--- src/include/tod_pkg.sv ---
// Purpose : shared constants and types of the transfer op-code decoder
// Assumes : one clock domain, bytes delivered by the fetch unit
// Notes   : op-code groups are matched on upper bits, mode on lower bits
`default_nettype none

package tod_pkg;

  // escape and special first bytes
  localparam logic [7:0] OP_ESC_EXT   = 8'hCE;
  localparam logic [7:0] OP_ESC_WIDE  = 8'hCF;
  localparam logic [7:0] OP_ABS8_IMM  = 8'hDD;
  // second op-codes after the extended escape
  localparam logic [7:0] OP_RD_BASE   = 8'hC0;
  localparam logic [7:0] OP_RD_FLAGS  = 8'hC1;
  localparam logic [5:0] GRP_RD_PAGE  = 6'h32;
  localparam logic [5:0] GRP_ABS16    = 6'h34;
  // rows of 8-bit loads into the three data registers (40, 48, 50)
  localparam logic [4:0] GRP_ROW_FIRST = 5'h08;
  localparam logic [4:0] GRP_ROW_LAST  = 5'h0A;
  localparam logic [5:0] GRP_IMM8      = 6'h2C;

  // low op-code bits that select the addressing mode
  localparam logic [2:0] MODE_ABS8    = 3'h4;
  localparam logic [2:0] MODE_PTR     = 3'h5;
  localparam logic [2:0] MODE_IX1     = 3'h6;
  localparam logic [2:0] MODE_IX2     = 3'h7;
  localparam logic [2:0] MODE_DISP1   = 3'h0;
  localparam logic [2:0] MODE_DISP2   = 3'h1;
  localparam logic [2:0] MODE_LOW1    = 3'h2;
  localparam logic [2:0] MODE_LOW2    = 3'h3;

  // bus cycles per form
  localparam logic [2:0] CYC_REG      = 3'h1;
  localparam logic [2:0] CYC_IMM8     = 3'h2;
  localparam logic [2:0] CYC_ABS8     = 3'h3;
  localparam logic [2:0] CYC_ABS8_IMM = 3'h4;
  localparam logic [2:0] CYC_ABS16    = 3'h5;
  localparam logic [2:0] CYC_IND      = 3'h2;
  localparam logic [2:0] CYC_DISP     = 3'h4;
  localparam logic [2:0] CYC_LOW      = 3'h4;
  localparam logic [2:0] CYC_SYSREG   = 3'h2;

  localparam logic [2:0] LEN_MIN      = 3'h1;
  localparam logic [2:0] LEN_MAX      = 3'h4;
  localparam logic [1:0] DEST_MEM     = 2'h3;

  typedef enum logic [2:0] {
    ST_IDLE   = 3'b000,
    ST_SECOND = 3'b001,
    ST_OPND1  = 3'b011,
    ST_OPND2  = 3'b010,
    ST_ISSUE  = 3'b110
  } tod_state_t;

  typedef enum logic [1:0] {
    ESC_NONE = 2'h0,
    ESC_EXT  = 2'h1,
    ESC_WIDE = 2'h2
  } tod_esc_t;

  typedef enum logic [3:0] {
    FORM_NONE     = 4'h0,
    FORM_REG      = 4'h1,
    FORM_IMM8     = 4'h2,
    FORM_ABS8     = 4'h3,
    FORM_ABS8_IMM = 4'h4,
    FORM_ABS16    = 4'h5,
    FORM_IND_PTR  = 4'h6,
    FORM_IND_IX1  = 4'h7,
    FORM_IND_IX2  = 4'h8,
    FORM_DISP_IX1 = 4'h9,
    FORM_DISP_IX2 = 4'hA,
    FORM_LOW_IX1  = 4'hB,
    FORM_LOW_IX2  = 4'hC,
    FORM_SYSREG   = 4'hD
  } tod_form_t;

endpackage : tod_pkg

`default_nettype wire

--- src/tod_addr_gen.sv ---
// Purpose : forms the 24-bit data address (page, high, low) of a load
// Assumes : register values are stable while the decoder issues
// Notes   : purely combinational, the caller registers the result
`default_nettype none

module tod_addr_gen
  import tod_pkg::*;
(
  input  wire tod_pkg::tod_form_t i_form,
  input  wire logic [15:0]        i_opnd,
  input  wire logic [7:0]         i_base,
  input  wire logic [15:0]        i_ptr,
  input  wire logic [15:0]        i_ix1,
  input  wire logic [15:0]        i_ix2,
  input  wire logic [7:0]         i_low,
  input  wire logic [7:0]         i_gen_page,
  input  wire logic [7:0]         i_ix1_page,
  input  wire logic [7:0]         i_ix2_page,
  input  wire logic               i_large,
  output logic      [23:0]        o_ea
);

  logic [15:0] disp;
  logic [15:0] offs;
  logic [7:0]  page;

  ///////////////////////////////////////////////////////////////////////////
  always_comb begin
    disp = {{8{i_opnd[7]}}, i_opnd[7:0]};
    offs = {{8{i_low[7]}}, i_low};
    page = 8'h00;
    o_ea = 24'h000000;
    case (i_form)
      FORM_ABS8, FORM_ABS8_IMM: begin
        page = i_gen_page;
        o_ea = {8'h00, i_base, i_opnd[7:0]};
      end
      FORM_ABS16: begin
        page = i_gen_page;
        o_ea = {8'h00, i_opnd};
      end
      FORM_IND_PTR: begin
        page = i_gen_page;
        o_ea = {8'h00, i_ptr};
      end
      FORM_IND_IX1: begin
        page = i_ix1_page;
        o_ea = {8'h00, i_ix1};
      end
      FORM_IND_IX2: begin
        page = i_ix2_page;
        o_ea = {8'h00, i_ix2};
      end
      FORM_DISP_IX1: begin
        page = i_ix1_page;
        o_ea = {8'h00, 16'(i_ix1 + disp)};
      end
      FORM_DISP_IX2: begin
        page = i_ix2_page;
        o_ea = {8'h00, 16'(i_ix2 + disp)};
      end
      FORM_LOW_IX1: begin
        page = i_ix1_page;
        o_ea = {8'h00, 16'(i_ix1 + offs)};
      end
      FORM_LOW_IX2: begin
        page = i_ix2_page;
        o_ea = {8'h00, 16'(i_ix2 + offs)};
      end
      default: begin
        page = 8'h00;
        o_ea = 24'h000000;
      end
    endcase
    if (i_large) begin
      o_ea[23:16] = page;
    end
  end

endmodule : tod_addr_gen

`default_nettype wire

--- src/tod_decoder.sv ---
// Purpose : decodes 8-bit load instructions byte by byte from the fetch unit
// Assumes : one byte per cycle at most, taken whenever O_READY is high
// Notes   : other instruction classes are reported as unsupported
//
// Summary of operation
// - instructions span one to four bytes, op-codes and operands.
// - first byte CE or CF escapes; next byte is the real op-code.
// - CF reaches 16-bit and stack groups; CE reaches all other extensions.
// - addressing mode comes from low three bits of defining op-code.
// - register, indirect and index-plus-low forms fetch no operand byte.
// - immediate, displacement, short absolute forms take one raw operand.
// - two-byte operands arrive low byte first, then high byte.
// - short absolute with immediate: address byte first, value second.
// - register loads 40/48/50 rows, source by low bits, one cycle.
// - B0, B1, B2 load immediate value; two cycles, two bytes.
// - 44, 4C, 54 load via base register upper byte; three cycles.
// - CE D0..D2 load from full address; five cycles, four bytes.
// - 45, 46, 47 style codes load through pointers; two cycles.
// - CE 40/41 style take signed displacement; four cycles, three bytes.
// - CE 42/43 style index plus low register; four cycles, two bytes.
// - bank and page register access is invalid in small models.
// - these loads never alter the system condition flags.
// - large models take page from general or per-index page register.
// - low register offset is sign-extended before index addition.
`default_nettype none

module tod_decoder
  import tod_pkg::*;
(
  input  wire logic              I_CLK,
  input  wire logic              I_RESET_N,
  input  wire logic              I_BYTE_VALID,
  input  wire logic [7:0]        I_BYTE,
  input  wire logic              I_LARGE_MODEL,
  input  wire logic [7:0]        I_BASE_REG,
  input  wire logic [15:0]       I_PTR_PAIR,
  input  wire logic [15:0]       I_INDEX1,
  input  wire logic [15:0]       I_INDEX2,
  input  wire logic [7:0]        I_LOW_DATA,
  input  wire logic [7:0]        I_GEN_PAGE,
  input  wire logic [7:0]        I_IDX1_PAGE,
  input  wire logic [7:0]        I_IDX2_PAGE,
  output logic                   O_READY,
  output logic                   O_PC_ADVANCE,
  output logic                   O_DONE,
  output logic                   O_INVALID,
  output logic                   O_WIDE_GROUP,
  output logic                   O_SC_WRITE,
  output tod_pkg::tod_form_t     O_FORM,
  output logic [1:0]             O_DEST,
  output logic [3:0]             O_SRC,
  output logic [2:0]             O_ADDR_MODE,
  output logic [2:0]             O_LEN,
  output logic [2:0]             O_CYCLES,
  output logic [15:0]            O_OPERAND,
  output logic [23:0]            O_EA
);

  tod_state_t  state_reg;
  tod_state_t  state_next;
  tod_esc_t    esc_reg;
  tod_form_t   form_reg;
  tod_form_t   dec_form;
  logic [1:0]  dec_dest;
  logic [3:0]  dec_src;
  logic [1:0]  dec_nop;
  logic [2:0]  dec_cyc;
  logic        dec_ok;
  logic        dec_big;
  logic [1:0]  dest_reg;
  logic [3:0]  src_reg;
  logic [1:0]  nop_reg;
  logic [2:0]  cyc_reg;
  logic [2:0]  mode_reg;
  logic        ok_reg;
  logic [15:0] opnd_reg;
  logic [2:0]  count_reg;
  logic [23:0] ea;
  logic        take;
  logic        op_stage;

  assign op_stage = (state_reg == ST_IDLE) || (state_reg == ST_SECOND);
  assign take = I_BYTE_VALID && (state_reg != ST_ISSUE);

  ///////////////////////////////////////////////////////////////////////////
  // op-code table, addressed by escape and the defining byte
  always_comb begin
    dec_form = FORM_NONE;
    dec_dest = I_BYTE[4:3];
    dec_src  = {2'h0, I_BYTE[1:0]};
    dec_nop  = 2'h0;
    dec_cyc  = CYC_REG;
    dec_ok   = 1'b0;
    dec_big  = 1'b0;
    case (esc_reg)
      ESC_NONE: begin
        if (I_BYTE[7:3] >= GRP_ROW_FIRST && I_BYTE[7:3] <= GRP_ROW_LAST) begin
          dec_ok = 1'b1;
          case (I_BYTE[2:0])
            MODE_ABS8: begin
              dec_form = FORM_ABS8;
              dec_nop  = 2'h1;
              dec_cyc  = CYC_ABS8;
            end
            MODE_PTR: begin
              dec_form = FORM_IND_PTR;
              dec_cyc  = CYC_IND;
            end
            MODE_IX1: begin
              dec_form = FORM_IND_IX1;
              dec_cyc  = CYC_IND;
            end
            MODE_IX2: begin
              dec_form = FORM_IND_IX2;
              dec_cyc  = CYC_IND;
            end
            default: begin
              dec_form = FORM_REG;
              dec_cyc  = CYC_REG;
            end
          endcase
        end else if (I_BYTE[7:2] == GRP_IMM8 && I_BYTE[1:0] != 2'h3) begin
          dec_ok   = 1'b1;
          dec_form = FORM_IMM8;
          dec_dest = I_BYTE[1:0];
          dec_nop  = 2'h1;
          dec_cyc  = CYC_IMM8;
        end else if (I_BYTE == OP_ABS8_IMM) begin
          dec_ok   = 1'b1;
          dec_form = FORM_ABS8_IMM;
          dec_dest = DEST_MEM;
          dec_nop  = 2'h2;
          dec_cyc  = CYC_ABS8_IMM;
        end
      end
      ESC_EXT: begin
        if (I_BYTE[7:3] >= GRP_ROW_FIRST && I_BYTE[7:3] <= GRP_ROW_LAST) begin
          dec_ok = 1'b1;
          case (I_BYTE[2:0])
            MODE_DISP1: begin
              dec_form = FORM_DISP_IX1;
              dec_nop  = 2'h1;
              dec_cyc  = CYC_DISP;
            end
            MODE_DISP2: begin
              dec_form = FORM_DISP_IX2;
              dec_nop  = 2'h1;
              dec_cyc  = CYC_DISP;
            end
            MODE_LOW1: begin
              dec_form = FORM_LOW_IX1;
              dec_cyc  = CYC_LOW;
            end
            MODE_LOW2: begin
              dec_form = FORM_LOW_IX2;
              dec_cyc  = CYC_LOW;
            end
            default: begin
              dec_ok = 1'b0;
            end
          endcase
        end else if (I_BYTE[7:2] == GRP_ABS16 && I_BYTE[1:0] != 2'h3) begin
          dec_ok   = 1'b1;
          dec_form = FORM_ABS16;
          dec_dest = I_BYTE[1:0];
          dec_nop  = 2'h2;
          dec_cyc  = CYC_ABS16;
        end else if (I_BYTE == OP_RD_BASE || I_BYTE == OP_RD_FLAGS) begin
          dec_ok   = 1'b1;
          dec_form = FORM_SYSREG;
          dec_dest = 2'h0;
          dec_src  = I_BYTE[3:0];
          dec_cyc  = CYC_SYSREG;
        end else if (I_BYTE[7:2] == GRP_RD_PAGE) begin
          dec_ok   = 1'b1;
          dec_big  = 1'b1;
          dec_form = FORM_SYSREG;
          dec_dest = 2'h0;
          dec_src  = I_BYTE[3:0];
          dec_cyc  = CYC_SYSREG;
        end
      end
      default: begin
        dec_ok = 1'b0;
      end
    endcase
  end

  ///////////////////////////////////////////////////////////////////////////
  always_comb begin
    state_next = state_reg;
    case (state_reg)
      ST_IDLE: begin
        if (take) begin
          if (I_BYTE == OP_ESC_EXT || I_BYTE == OP_ESC_WIDE) begin
            state_next = ST_SECOND;
          end else if (dec_nop == 2'h0) begin
            state_next = ST_ISSUE;
          end else begin
            state_next = ST_OPND1;
          end
        end
      end
      ST_SECOND: begin
        if (take) begin
          state_next = (dec_nop == 2'h0) ? ST_ISSUE : ST_OPND1;
        end
      end
      ST_OPND1: begin
        if (take) begin
          state_next = (nop_reg == 2'h2) ? ST_OPND2 : ST_ISSUE;
        end
      end
      ST_OPND2: begin
        if (take) begin
          state_next = ST_ISSUE;
        end
      end
      ST_ISSUE: begin
        state_next = ST_IDLE;
      end
      default: begin
        state_next = ST_IDLE;
      end
    endcase
  end

  always_ff @(posedge I_CLK or negedge I_RESET_N) begin
    if (!I_RESET_N) begin
      state_reg <= ST_IDLE;
    end else begin
      state_reg <= state_next;
    end
  end

  always_ff @(posedge I_CLK or negedge I_RESET_N) begin
    if (!I_RESET_N) begin
      esc_reg <= ESC_NONE;
    end else if (state_reg == ST_IDLE && take) begin
      if (I_BYTE == OP_ESC_EXT) begin
        esc_reg <= ESC_EXT;
      end else if (I_BYTE == OP_ESC_WIDE) begin
        esc_reg <= ESC_WIDE;
      end else begin
        esc_reg <= ESC_NONE;
      end
    end else if (state_reg == ST_ISSUE) begin
      esc_reg <= ESC_NONE;
    end
  end

  ///////////////////////////////////////////////////////////////////////////
  // latch the decode of the defining op-code byte
  always_ff @(posedge I_CLK or negedge I_RESET_N) begin
    if (!I_RESET_N) begin
      form_reg <= FORM_NONE;
      dest_reg <= 2'h0;
      src_reg  <= 4'h0;
      nop_reg  <= 2'h0;
      cyc_reg  <= 3'h0;
      mode_reg <= 3'h0;
      ok_reg   <= 1'b0;
    end else if (op_stage && take && !(state_reg == ST_IDLE &&
                 (I_BYTE == OP_ESC_EXT || I_BYTE == OP_ESC_WIDE))) begin
      form_reg <= dec_form;
      dest_reg <= dec_dest;
      src_reg  <= dec_src;
      nop_reg  <= dec_nop;
      cyc_reg  <= dec_cyc;
      mode_reg <= I_BYTE[2:0];
      ok_reg   <= dec_ok && (I_LARGE_MODEL || !dec_big);
    end
  end

  always_ff @(posedge I_CLK or negedge I_RESET_N) begin
    if (!I_RESET_N) begin
      opnd_reg <= 16'h0000;
    end else if (op_stage && take) begin
      opnd_reg <= 16'h0000;
    end else if (state_reg == ST_OPND1 && take) begin
      opnd_reg[7:0] <= I_BYTE;
    end else if (state_reg == ST_OPND2 && take) begin
      opnd_reg[15:8] <= I_BYTE;
    end
  end

  always_ff @(posedge I_CLK or negedge I_RESET_N) begin
    if (!I_RESET_N) begin
      count_reg <= 3'h0;
    end else if (state_reg == ST_ISSUE) begin
      count_reg <= 3'h0;
    end else if (take) begin
      count_reg <= 3'(count_reg + 3'h1);
    end
  end

  tod_addr_gen u_addr_gen (
    .i_form     (form_reg),
    .i_opnd     (opnd_reg),
    .i_base     (I_BASE_REG),
    .i_ptr      (I_PTR_PAIR),
    .i_ix1      (I_INDEX1),
    .i_ix2      (I_INDEX2),
    .i_low      (I_LOW_DATA),
    .i_gen_page (I_GEN_PAGE),
    .i_ix1_page (I_IDX1_PAGE),
    .i_ix2_page (I_IDX2_PAGE),
    .i_large    (I_LARGE_MODEL),
    .o_ea       (ea)
  );

  ///////////////////////////////////////////////////////////////////////////
  // handshake outputs; ready drops for the single issue cycle
  always_ff @(posedge I_CLK or negedge I_RESET_N) begin
    if (!I_RESET_N) begin
      O_READY      <= 1'b1;
      O_PC_ADVANCE <= 1'b0;
    end else begin
      O_READY      <= (state_next != ST_ISSUE);
      O_PC_ADVANCE <= take;
    end
  end

  always_ff @(posedge I_CLK or negedge I_RESET_N) begin
    if (!I_RESET_N) begin
      O_DONE       <= 1'b0;
      O_INVALID    <= 1'b0;
      O_WIDE_GROUP <= 1'b0;
      O_SC_WRITE   <= 1'b0;
      O_FORM       <= FORM_NONE;
      O_DEST       <= 2'h0;
      O_SRC        <= 4'h0;
      O_ADDR_MODE  <= 3'h0;
      O_LEN        <= 3'h0;
      O_CYCLES     <= 3'h0;
      O_OPERAND    <= 16'h0000;
      O_EA         <= 24'h000000;
    end else begin
      O_DONE <= (state_reg == ST_ISSUE);
      O_SC_WRITE <= 1'b0;
      if (state_reg == ST_ISSUE) begin
        O_INVALID    <= !ok_reg;
        O_WIDE_GROUP <= (esc_reg == ESC_WIDE);
        O_FORM       <= ok_reg ? form_reg : FORM_NONE;
        O_DEST       <= dest_reg;
        O_SRC        <= src_reg;
        O_ADDR_MODE  <= mode_reg;
        O_LEN        <= count_reg;
        O_CYCLES     <= ok_reg ? cyc_reg : 3'h0;
        O_OPERAND    <= opnd_reg;
        O_EA         <= ea;
      end
    end
  end

  ///////////////////////////////////////////////////////////////////////////
  len_range_a: assert property (
    @(posedge I_CLK) disable iff (!I_RESET_N)
    O_DONE |-> (O_LEN >= LEN_MIN && O_LEN <= LEN_MAX))
    else $error("instruction length out of range");

  escape_step_a: assert property (
    @(posedge I_CLK) disable iff (!I_RESET_N)
    (state_reg == ST_IDLE && I_BYTE_VALID && I_BYTE == OP_ESC_EXT)
    |=> (state_reg == ST_SECOND))
    else $error("escape byte did not select a second op-code");

  wide_group_a: assert property (
    @(posedge I_CLK) disable iff (!I_RESET_N)
    (state_reg == ST_SECOND && I_BYTE_VALID && esc_reg == ESC_WIDE)
    |=> ##1 (O_DONE && O_WIDE_GROUP && O_INVALID))
    else $error("wide escape not reported");

  mode_bits_a: assert property (
    @(posedge I_CLK) disable iff (!I_RESET_N)
    (state_reg == ST_IDLE && I_BYTE_VALID && I_BYTE == 8'h4E)
    |=> ##1 (O_DONE && O_ADDR_MODE == MODE_IX1 && O_FORM == FORM_IND_IX1
             && O_CYCLES == CYC_IND && O_DEST == 2'h1))
    else $error("indirect mode not taken from low bits");

  no_operand_a: assert property (
    @(posedge I_CLK) disable iff (!I_RESET_N)
    (state_reg == ST_SECOND && I_BYTE_VALID && esc_reg == ESC_EXT
     && I_BYTE == 8'h43)
    |=> state_reg == ST_ISSUE ##1 (O_LEN == 3'h2 && O_CYCLES == CYC_LOW))
    else $error("index plus low form fetched an operand");

  high_byte_a: assert property (
    @(posedge I_CLK) disable iff (!I_RESET_N)
    (state_reg == ST_OPND2 && I_BYTE_VALID)
    |=> ##1 (O_DONE && O_OPERAND[15:8] == $past(I_BYTE, 2)))
    else $error("second operand byte not in high half");

  reg_load_a: assert property (
    @(posedge I_CLK) disable iff (!I_RESET_N)
    (state_reg == ST_IDLE && I_BYTE_VALID && I_BYTE == 8'h51)
    |=> ##1 (O_DONE && O_DEST == 2'h2 && O_SRC == 4'h1
             && O_CYCLES == CYC_REG && O_LEN == 3'h1))
    else $error("register load misdecoded");

  flags_kept_a: assert property (
    @(posedge I_CLK) disable iff (!I_RESET_N)
    O_DONE |-> !O_SC_WRITE && $stable(O_SC_WRITE))
    else $error("load wrote the condition flags");

  byte_order_a: assert property (
    @(posedge I_CLK) disable iff (!I_RESET_N)
    (take && state_reg != ST_IDLE) |=> O_PC_ADVANCE && count_reg >= 3'h2)
    else $error("byte not consumed in order");

  small_model_a: assert property (
    @(posedge I_CLK) disable iff (!I_RESET_N)
    (state_reg == ST_SECOND && I_BYTE_VALID && esc_reg == ESC_EXT
     && I_BYTE[7:2] == GRP_RD_PAGE && !I_LARGE_MODEL)
    |=> ##1 O_INVALID)
    else $error("page read accepted in a small model");

endmodule : tod_decoder

`default_nettype wire

--- config.mk ---
export PLATFORM = sky130hd
export DESIGN_NAME = tod_decoder
export DESIGN_NICKNAME = d
export VERILOG_FILES = /design/src/include/tod_pkg.sv /design/src/tod_addr_gen.sv /design/src/tod_decoder.sv
export SDC_FILE = /design/constraint.sdc
export NUM_CORES = 1
export LEC_CHECK = 0
export BUFFER_PORTS_ARGS = -buffer_cell sky130_fd_sc_hd__clkbuf_2
export CAP_MARGIN = 15
export CORE_MARGIN = 5
export CORE_UTILIZATION = 45
export CTS_CLUSTER_SIZE = 12
export DETAILED_ROUTE_END_ITERATION = 12
export PLACE_DENSITY = 0.68
export SETUP_SLACK_MARGIN = 0.4
export SLEW_MARGIN = 20
export SYNTH_ARGS = -nofsm -noshare
export SYNTH_HDL_FRONTEND = slang
export SYNTH_SLANG_ARGS = --single-unit
--- constraint.sdc ---
create_clock -name I_CLK -period 5.8 [get_ports I_CLK]
set_input_delay 0.29 -clock I_CLK [delete_from_list [all_inputs] [get_ports I_CLK]]
set_output_delay 0.29 -clock I_CLK [all_outputs]
set_load 0.02 [all_outputs]
==> summary.md, run 1 <==
| Metric | Value |
|---|---|
| Outcome | finished clean |
| Die Footprint | 18200 sq um |
| Routed vias | 6749 |
| Die height | 135 microns |
| Slowest CP cell | and4bb_1 |
| Grt ovf | 0 |
| Post-Synthesis Cell Area | 7030 sq um |
| Synth Instances | 835 |
| Core area | 15300 sq um |
| Final Non-Filler Cells | 1177 |
| Final period util | 69.5% |
| Unique masters post-synth | 74 |
| Largest net degree at the start of global routing | 72 |
| First-pass GRT wire length | 34300 microns |
| Count of pins over their slew limit | 0 |
| DR top layer | met4 |
| Commonest cells after routing, fill and taps aside | 168 x nand2_1, 162 x clkbuf_2, 102 x dfrtp_1 |
| I/O pin count | 165 |
| Combinational power share | 35.2% |
| Lkg Pwr | 3.97 nW |
| Main combinational cell family by area after synthesis | compound AO/OA/AOI/OAI gates |
| Instance count on the critical path | 11 |
| Final min period | 4.03 ns |
| Finished Cell Area | 8240 sq um |
| Placed Instances | 1160 |
| Ys flop type | dfrtp_1 |
| Max_cap viols | 0 |
| Total GRT Usage | 23.5% |
| Synth Area in Compound Gates | 24.1% |
| CP Class | register to register |
| CP cell instances | and4bb_1, mux2i_1, inv_1, ha_1, a2111oi_0, a211oi_1, o41a_1, o21ai_0, mux2i_1, a21oi_1, a221o_1 |
| Nets@finish | 1094 |
| Rel. slew slack | 37.2% |
| Met1 WL | 9440 microns |
| Switching share of power | 39.9% |
| Post-DP Area | 7940 sq um |
| Synth Area in Adders | 6.23% |
| PwrDens | 295 nW/um^2 |
| Initial Utilization | 46.1% |
| Ratio of cells with drive above 1 in the final layout | 23.3% |
| Input/output buffers | 163 |
| Clock power frac | 24.9% |
| Post-DP HPWL | 16300 microns |
| Fmax | 0.248 GHz |
| Slowest stage delay, CP | 0.66 ns |
| Post-CTS setup buffer count | 0 |
| Synth Warn # | 0 |
| Die width | 135 microns |
| Post-route antenna net violation count | 0 |
| Post-CTS Resized | 0 |
| TNS Setup | 0 ns |
| Layout area overhead | 17.2% |
| Routability Congestion | 1.00 |
| Commonest non-fill, non-tap cell in the layout | nand2_1 |
| TritonCTS clock tree | yes |
| Register bit count reported by yosys | 103 |
| Ant diodes | 0 |
| # fillers | 1479 |
| Crit path launch type | register |
| Syn avg cell area | 8.42 sq um |
| Worst path buffer plus inverter count | 1 |
| DRT Wirelength | 21500 microns |
| Final Setup Violations | 0 |
| CP required | 6.04 ns |
| Worst hold path type | input pin to register |
| Drt wl/cell | 18.3 microns |
| Slew @ Worst Pin | 0.939 ns |
| # clock sinks | 103 |
| WHS Path Cells | 3 |
| Metal2 WL | 10100 microns |
| Final Hold Vio Count | 0 |
| Largest register FFs | 24 |
| Total CTS buffers | 9 |
| Switch Pwr | 0.000972 W |
| Sequential-to-total area share from yosys stat | 36.7% |
| Final Power | 0.00243 W |
| Reg2Reg Depth | 11 |
| Arrival @ worst endpoint | 4.27 ns |
| H-tree depth | 3 |
| Clock Latency Late Sink | 0.36 ns |
| Pint | 0.00146 W |
| Vias in the first global route | 6514 |
| Clk buf depth | 2 |
| Setup Skew | 0.00709 ns |
| Drt via density | 5.73 |
| Hold WS | 0.214 ns |
| XOR/XNOR share of the synthesized area | 2.72% |
| CTS root buf | clkbuf_16 |
| Max VDD drop | 0.180 mV |
| 1st-pass router iterations | 6 |
| Async S/R FF share, synth | 100% |
| Most Frequent Cell on Critical Path | mux2i_1 |
| Worst Path Max Fanout | 21 |
| # rows | 45 |
| Mux cell area share after synthesis | 5.46% |
| Met3 WL | 1610 microns |
| RSZ-0062 raised after global routing | false |
| Synth Area in Simple Gates | 20.4% |
| Number of enable flip-flop cells after synthesis | 0 |
| Sequential Power Share | 40.0% |
| Worst-path clk slew | 0.07 ns |
| Remaining DRCs | 0 |
| DRT iter0 DRCs | 609 |
| Largest delay share family, worst path | compound AO/OA/AOI/OAI gates |
| Post-Syn Nets | 968 |
| Setup crit end kind | register |
| Initial antenna violation count | 0 |
## per-stage QoR
step / utilization (%) / worst slack [ns]
after floorplan: - / 2.47
after global placement: 52.0 / 1.94
after detailed placement: 52.0 / 1.83
after CTS: 54.0 / 1.81
after global routing: 54.0 / 1.43
final: 54.0 / 1.77
## worst register-to-register path: cells and delay by family, from the launching register on
kind / cells / cell delay, ns
AOI/OAI and AO/OA: 6 / 1.38
adders and majority gates: 1 / 0.43
buffers and inverters: 1 / 0.23
DFF: 1 / 0.61
muxes: 2 / 0.59
and+or+nand+nor: 1 / 0.66
## routing by layer
metal,track usage [%],up-vias
li1,-,3283
met1,32.1,3174
met2,38.1,259
met3,4.88,33
met4,6.27,0
met5,0,-
## Yosys cell counts, types with 5 or more instances
master	number	area, sq um
a211oi_1	11	82.6
a21o_1	8	60.1
a21oi_1	42	210
a221oi_1	10	87.6
a22o_1	12	105
a22oi_1	20	150
a31oi_1	10	62.6
and2_1	11	68.8
buf_1	9	33.8
clkbuf_1	39	146
dfrtp_1	102	2550
ha_1	31	388
inv_1	18	67.6
mux2_2	27	304
mux2i_1	8	80.1
nand2_1	168	631
nand2b_1	16	100
nand3_1	17	85.1
nor2_1	39	146
nor2b_1	10	62.6
nor3_1	10	50.1
o211ai_1	5	37.5
o21ai_0	80	400
o31ai_1	8	60.1
or2_2	5	31.3
or3_1	6	37.5
xnor2_1	14	123
xor2_1	6	52.6
## power groups by stage
stage | logic [W] | clock network, W | registers (W)
finish | 0.000856 | 0.000606 | 0.000973
global route | 0.000949 | 0.000650 | 0.000999
CTS | 0.000858 | 0.000621 | 0.000974
detailed placement | 0.000856 | 0 | 0.000986
global placement | 0.000846 | 0 | 0.000986
floorplan | 0.000524 | 0 | 0.00103
## cell families after synthesis
| logic type | Yosys count |
|---|---|
| other | 1 |
| flip-flops | 103 |
| AND/OR/NAND/NOR | 310 |
| buffers and inverters | 75 |
| AO/OA/AOI/OAI | 256 |
| adder cells (fa/ha/maj) | 34 |
| multiplexers | 35 |
| XOR/XNOR | 21 |
## timing repair
item,CTS,global route
endpoints found under the hold margin,32,0
endpoints found under the setup margin,0,0
hold buffers,1,0
## final cells by class
cell class / instances / area, sq um / area share [%]
clock buffers: 10 / 229 / 2.78
clock inverters: 6 / 62.6 / 0.759
inverters: 19 / 71.3 / 0.865
multi-input cells: 657 / 4150 / 50.4
flip-flops and latches: 103 / 2580 / 31.3
well taps: 211 / 264 / 3.20
repair buffers: 171 / 881 / 10.7
## final timing paths
path                               startpoint  slack [ns]        endpoint
worst max-delay path              form_reg[1]        1.77        O_EA[12]
worst min-delay path            I_GEN_PAGE[6]        0.21        O_EA[22]
worst max register to register    form_reg[1]        1.77        O_EA[12]
worst min register to register    mode_reg[2]        0.46  O_ADDR_MODE[2]
max in group asynchronous           I_RESET_N        4.11    O_WIDE_GROUP
min in group asynchronous           I_RESET_N        0.43        O_EA[11]
No activity file was read; power rests on OpenSTA's default activity.
==> run 2, diff against run 1 <==
Settings changed: PLACE_DENSITY 0.68 to 0.7.
Clock period 5.8 ns to 3.7 ns, I/O delays scaled along.
==> run 2 against run 1 <==
Design area rose by 2.3%. Utilization is 1.2 points higher. Die area unchanged. Global-route usage rose by 0.52 points. Sequential cell count unchanged.
==> summary.md, run 2 (synthesis gave the netlist of run 1 again) <==
| Metric | Value |
|---|---|
| Nets@finish | 1101 |
| Crit path launch type | register |
| Remaining DRCs | 0 |
| Reg-to-reg startpoint | form_reg[1] |
| Vias in the first global route | 6770 |
| Worst Path Max Fanout | 6 |
| Commonest non-fill, non-tap cell in the layout | nand2_1 |
| Hold_sp | I_GEN_PAGE[0] |
| Grt ovf | 0 |
| Worst hold path type | input pin to register |
| 1st-pass router iterations | 5 |
| Arrival @ worst endpoint | 3.41 ns |
| RSZ-0062 raised after global routing | true |
| DRT iter0 DRCs | 553 |
| # clock sinks | 103 |
| Die Footprint | 18200 sq um |
| Final Setup Violations | 0 |
| Total GRT Usage | 24.0% |
| Final period util | 85.8% |
| Ant diodes | 0 |
| DRT Wirelength | 22000 microns |
| Initial antenna violation count | 0 |
| Die width | 135 microns |
| Hold EP | O_EA[16] |
| Outcome | finished clean |
| Commonest cells after routing, fill and taps aside | 168 x nand2_1, 162 x clkbuf_2, 101 x dfrtp_1 |
| Ratio of cells with drive above 1 in the final layout | 25.4% |
| Max VDD drop | 0.334 mV |
| Reg2Reg Setup Slack | 0.53 ns |
| # rows | 45 |
| Reg2Reg Depth | 12 |
| Final Non-Filler Cells | 1184 |
| Fmax | 0.315 GHz |
| Lkg Pwr | 4.06 nW |
| Clock Latency Late Sink | 0.35 ns |
| First-pass GRT wire length | 35000 microns |
| Placed Instances | 1166 |
| Input/output buffers | 163 |
| I/O pin count | 165 |
| TritonCTS clock tree | yes |
| H-tree depth | 3 |
| Die height | 135 microns |
| Initial Utilization | 46.1% |
| CTS root buf | clkbuf_16 |
| Largest register FFs | 24 |
| Worst-path clk slew | 0.07 ns |
| Final Hold Vio Count | 0 |
| Routed vias | 6878 |
| Final min period | 3.17 ns |
| Routability Congestion | 0.979 |
| Layout area overhead | 19.9% |
| Worst reg2reg path endpoint | O_EA[15] |
| Post-DP HPWL | 16500 microns |
| Max_cap viols | 0 |
| Drt via density | 5.81 |
| Slew @ Worst Pin | 0.784 ns |
| Post-route antenna net violation count | 0 |
| CP Class | register to register |
| WHS Path Cells | 3 |
| # fillers | 1482 |
| Largest net degree at the start of global routing | 76 |
| Count of pins over their slew limit | 0 |
| PwrDens | 466 nW/um^2 |
| Clk buf depth | 2 |
| Total CTS buffers | 9 |
| Setup Skew | 0.0103 ns |
| CP required | 3.94 ns |
| TNS Setup | 0 ns |
| Core area | 15300 sq um |
| Rel. slew slack | 47.8% |
| Drt wl/cell | 18.6 microns |
| Setup crit end kind | register |
## run 2: report_power, final
part,internal (W),total [W],switching (W)
registers,0.00135,0.00152,0.000178
clock network,0.000595,0.00102,0.000428
logic,0.000486,0.00138,0.000891
## run 2: worst max-delay path by stage
stage                            from       end  slack, ns
final                     form_reg[1]  O_EA[15]       0.53
after global routing      form_reg[1]  O_EA[13]       0.39
after floorplan           form_reg[1]  O_EA[12]       0.42
after global placement    form_reg[0]  O_EA[13]       0.25
after CTS                 form_reg[2]  O_EA[12]       0.39
after detailed placement  form_reg[2]  O_EA[12]       0.20
## run 2: layer usage
metal,vias to the layer above,share of wire (%),global-route usage [%]
li1,3290,-,-
met1,3245,42,32.3
met2,302,47,39.5
met3,41,8.6,4.73
met4,0,2.0,7.05
met5,-,0,0
## run 2: area by class of cell
| type | count | area (sq um) | area share [%] |
|---|---|---|---|
| clock buffers | 11 | 233 | 2.76 |
| clock inverters | 5 | 81.3 | 0.965 |
| inverters | 19 | 71.3 | 0.846 |
| multi-input cells | 657 | 4250 | 50.4 |
| flip-flops and latches | 103 | 2580 | 30.6 |
| well taps | 211 | 264 | 3.13 |
| repair buffers | 178 | 950 | 11.3 |
## run 2: timing repair
action,4_1_cts,5_1_grt
endpoints found under the setup margin,6,10
pin swaps,0,6
gates cloned,0,0
buffers inserted,0,1
gates resized for setup,9,20
hold buffers,1,0
hold endpoints to repair,35,0
## run 2: through the flow
stage,hold slack [ns],utilization [%],power [W],worst slack [ns],instance area (sq um)
6_report,0.124,55.3,0.00393,0.526,8430
5_1_grt,0.141,55.3,0.00418,0.392,8430
4_1_cts,0.112,54.7,0.00395,0.388,8340
3_5_place_dp,0.191,52.4,0.00291,0.201,8000
3_3_place_gp,0.188,52.4,0.00288,0.249,8000
2_1_floorplan,-0.111,-,0.00244,0.415,7030
## run 2: critical path, stage by stage (launching register included)
cell	delay, ns
dfrtp_1	0.43
and4bb_4	0.42
buf_6	0.15
mux2_2	0.34
ha_2	0.39
o21ai_2	0.09
o21ai_1	0.19
nand2_1	0.07
o21ai_0	0.24
buf_4	0.17
a22o_1	0.16
nor2_1	0.06
o41a_1	0.36
==> run 3, diff against run 2 <==
Settings changed: CTS_BUF_LIST from default to sky130_fd_sc_hd__clkbuf_8 sky130_fd_sc_hd__clkbuf_16, RECOVER_POWER from default to 50.
==> run 3 against run 2 <==
The run now ends with max-capacitance violations, max-slew violations left. Clock skew barely moved. Clock power barely moved. Worst setup slack got worse by 0.0085 ns. Via count rose by 0.74%. Power fell by 0.72%. Maximum frequency fell by 0.27%. Routed wire length rose by 0.20%. Sequential power barely moved. First-iteration DRC count rose by 0.18%. Non-clock buffer count did not move. Cell count did not move. Critical path type unchanged. Highest routed layer unchanged.
==> summary.md, run 3 (synthesis gave the netlist of run 1 again) <==
| Metric | Value |
|---|---|
| Routed vias | 6929 |
| Ratio of cells with drive above 1 in the final layout | 18.8% |
| Fmax | 0.314 GHz |
| Clock Latency Late Sink | 0.36 ns |
| Final period util | 86.0% |
| Commonest non-fill, non-tap cell in the layout | nand2_1 |
| Core area | 15300 sq um |
| Final Hold Vio Count | 0 |
| DRT iter0 DRCs | 554 |
| Grt ovf | 0 |
| Failing checks | max-capacitance violations, max-slew violations |
| Slowest stage delay, CP | 0.43 ns |
| Initial antenna violation count | 0 |
| Die height | 135 microns |
| Nets@finish | 1101 |
| Clk buf depth | 2 |
| Arrival @ worst endpoint | 3.42 ns |
| Max VDD drop | 0.332 mV |
| Layout area overhead | 18.8% |
| DRT Wirelength | 22100 microns |
| TritonCTS clock tree | yes |
| Total CTS buffers | 9 |
| Reg2Reg Setup Slack | 0.52 ns |
| Setup crit end kind | register |
| CTS root buf | clkbuf_16 |
| Largest register FFs | 24 |
| Initial Utilization | 46.1% |
| Worst-path clk slew | 0.07 ns |
| 1st-pass router iterations | 6 |
| Die width | 135 microns |
| # rows | 45 |
| Final min period | 3.18 ns |
| Max_cap viols | 1 |
| Crit path capture | O_EA[15] |
| Launch point of the worst path | form_reg[1] |
| TNS Setup | 0 ns |
| CP required | 3.94 ns |
| Total GRT Usage | 24.0% |
| Crit path launch type | register |
| Commonest cells after routing, fill and taps aside | 168 x nand2_1, 101 x dfrtp_1, 99 x clkbuf_2 |
| Slew @ Worst Pin | 2.14 ns |
| Slowest CP cell | dfrtp_1 |
| Worst Path Max Fanout | 6 |
| Ant diodes | 0 |
| CP Class | register to register |
| Worst hold path type | input pin to register |
| Reg2Reg Depth | 12 |
| Vias in the first global route | 6770 |
| CP cell instances | and4bb_4, buf_6, mux2_2, ha_2, o21ai_2, o21ai_1, nand2_1, o21ai_0, buf_4, a22o_1, nor2_1, o41a_1 |
| Outcome | complete, but fails checks |
| Hold WS | 0.119 ns |
| Post-DP HPWL | 16500 microns |
| First-pass GRT wire length | 35000 microns |
| Post-route antenna net violation count | 0 |
| PwrDens | 467 nW/um^2 |
| Worst reg2reg path endpoint | O_EA[15] |
| H-tree depth | 3 |
| Remaining DRCs | 0 |
| # clock sinks | 103 |
| Final Setup Violations | 0 |
| Post-DP Area | 8000 sq um |
| I/O pin count | 165 |
| Count of pins over their slew limit | 36 |
| Reg-to-reg startpoint | form_reg[1] |
| Lkg Pwr | 3.85 nW |
| Finished Cell Area | 8350 sq um |
| Drt via density | 5.85 |
| Rel. slew slack | -42.8% |
| Setup Skew | 0.0106 ns |
| Routability Congestion | 0.979 |
| Die Footprint | 18200 sq um |
| Largest net degree at the start of global routing | 76 |
| # fillers | 1516 |
| Input/output buffers | 163 |
| RSZ-0062 raised after global routing | true |
| Drt wl/cell | 18.6 microns |
-- run 3: cell count changes in the layout (fill, tap and decap cells not counted) --
cell,change
clkbuf_2,-63
clkbuf_1,+62
inv_1,+2
buf_4,-1
-- run 3: how the worst min path moves through the flow --
| stage | slack [ns] | from | to | cells past startpoint |
|---|---|---|---|---|
| 3_3_place_gp | 0.19 | I_RESET_N | O_EA[11] | 1 |
| 3_5_place_dp | 0.19 | I_RESET_N | O_EA[14] | 1 |
| 4_1_cts | 0.11 | I_GEN_PAGE[0] | O_EA[16] | 3 |
| 5_1_grt | 0.14 | I_GEN_PAGE[2] | O_EA[18] | 3 |
| 6_report | 0.12 | I_GEN_PAGE[3] | O_EA[19] | 3 |
| 2_1_floorplan | -0.11 | I_RESET_N | O_ADDR_MODE[2] | 0 |
-- run 3: layout make-up --
type,count,area [sq um],area share (%)
Clock buffer,9,225,2.70
Clock inverter,7,88.8,1.06
Tap cell,211,264,3.16
Inverter,19,71.3,0.854
Sequential cell,103,2580,30.9
Timing Repair Buffer,178,867,10.4
Multi-Input combinational cell,657,4250,50.9
-- run 3: repair_timing --
item | 4_1_cts | 5_1_grt
buffers inserted | 0 | 1
gates resized for setup | 9 | 20
pin swaps | 0 | 6
hold buffers | 1 | 0
endpoints found under the hold margin | 35 | 0
setup endpoints to repair | 6 | 10
-- run 3: metal layers --
metal	vias up	GRT usage, %	wire [microns]
met5	-	0	0
met4	0	7.05	481
met3	44	4.73	1720
met2	307	39.5	10300
met1	3285	32.3	9540
li1	3293	-	-
-- run 3: stage by stage --
stage	setup slack, ns	util [%]	std cells	total power, W
after global routing	0.392	54.7	1184	0.00415
after global placement	0.249	52.4	1166	0.00288
after CTS	0.388	54.7	1183	0.00394
after floorplan	0.415	-	835	0.00244
final	0.517	54.7	1184	0.00390
after detailed placement	0.201	52.4	1166	0.00291
-- run 3: power by group --
| group | leakage, nW | switching (W) | internal (W) |
|---|---|---|---|
| registers | 1.39 | 0.000176 | 0.00135 |
| logic | 2.31 | 0.000893 | 0.000457 |
| clock network | 0.158 | 0.000433 | 0.000590 |
-- run 3: worst max-delay path: cells and delay by family (launching register included) --
kind,cells,cell delay [ns]
adder cells (fa/ha/maj),1,0.39
multiplexers,1,0.34
AND/OR/NAND/NOR,3,0.55
AO/OA/AOI/OAI,5,1.03
flip-flops,1,0.43
buffers and inverters,2,0.32
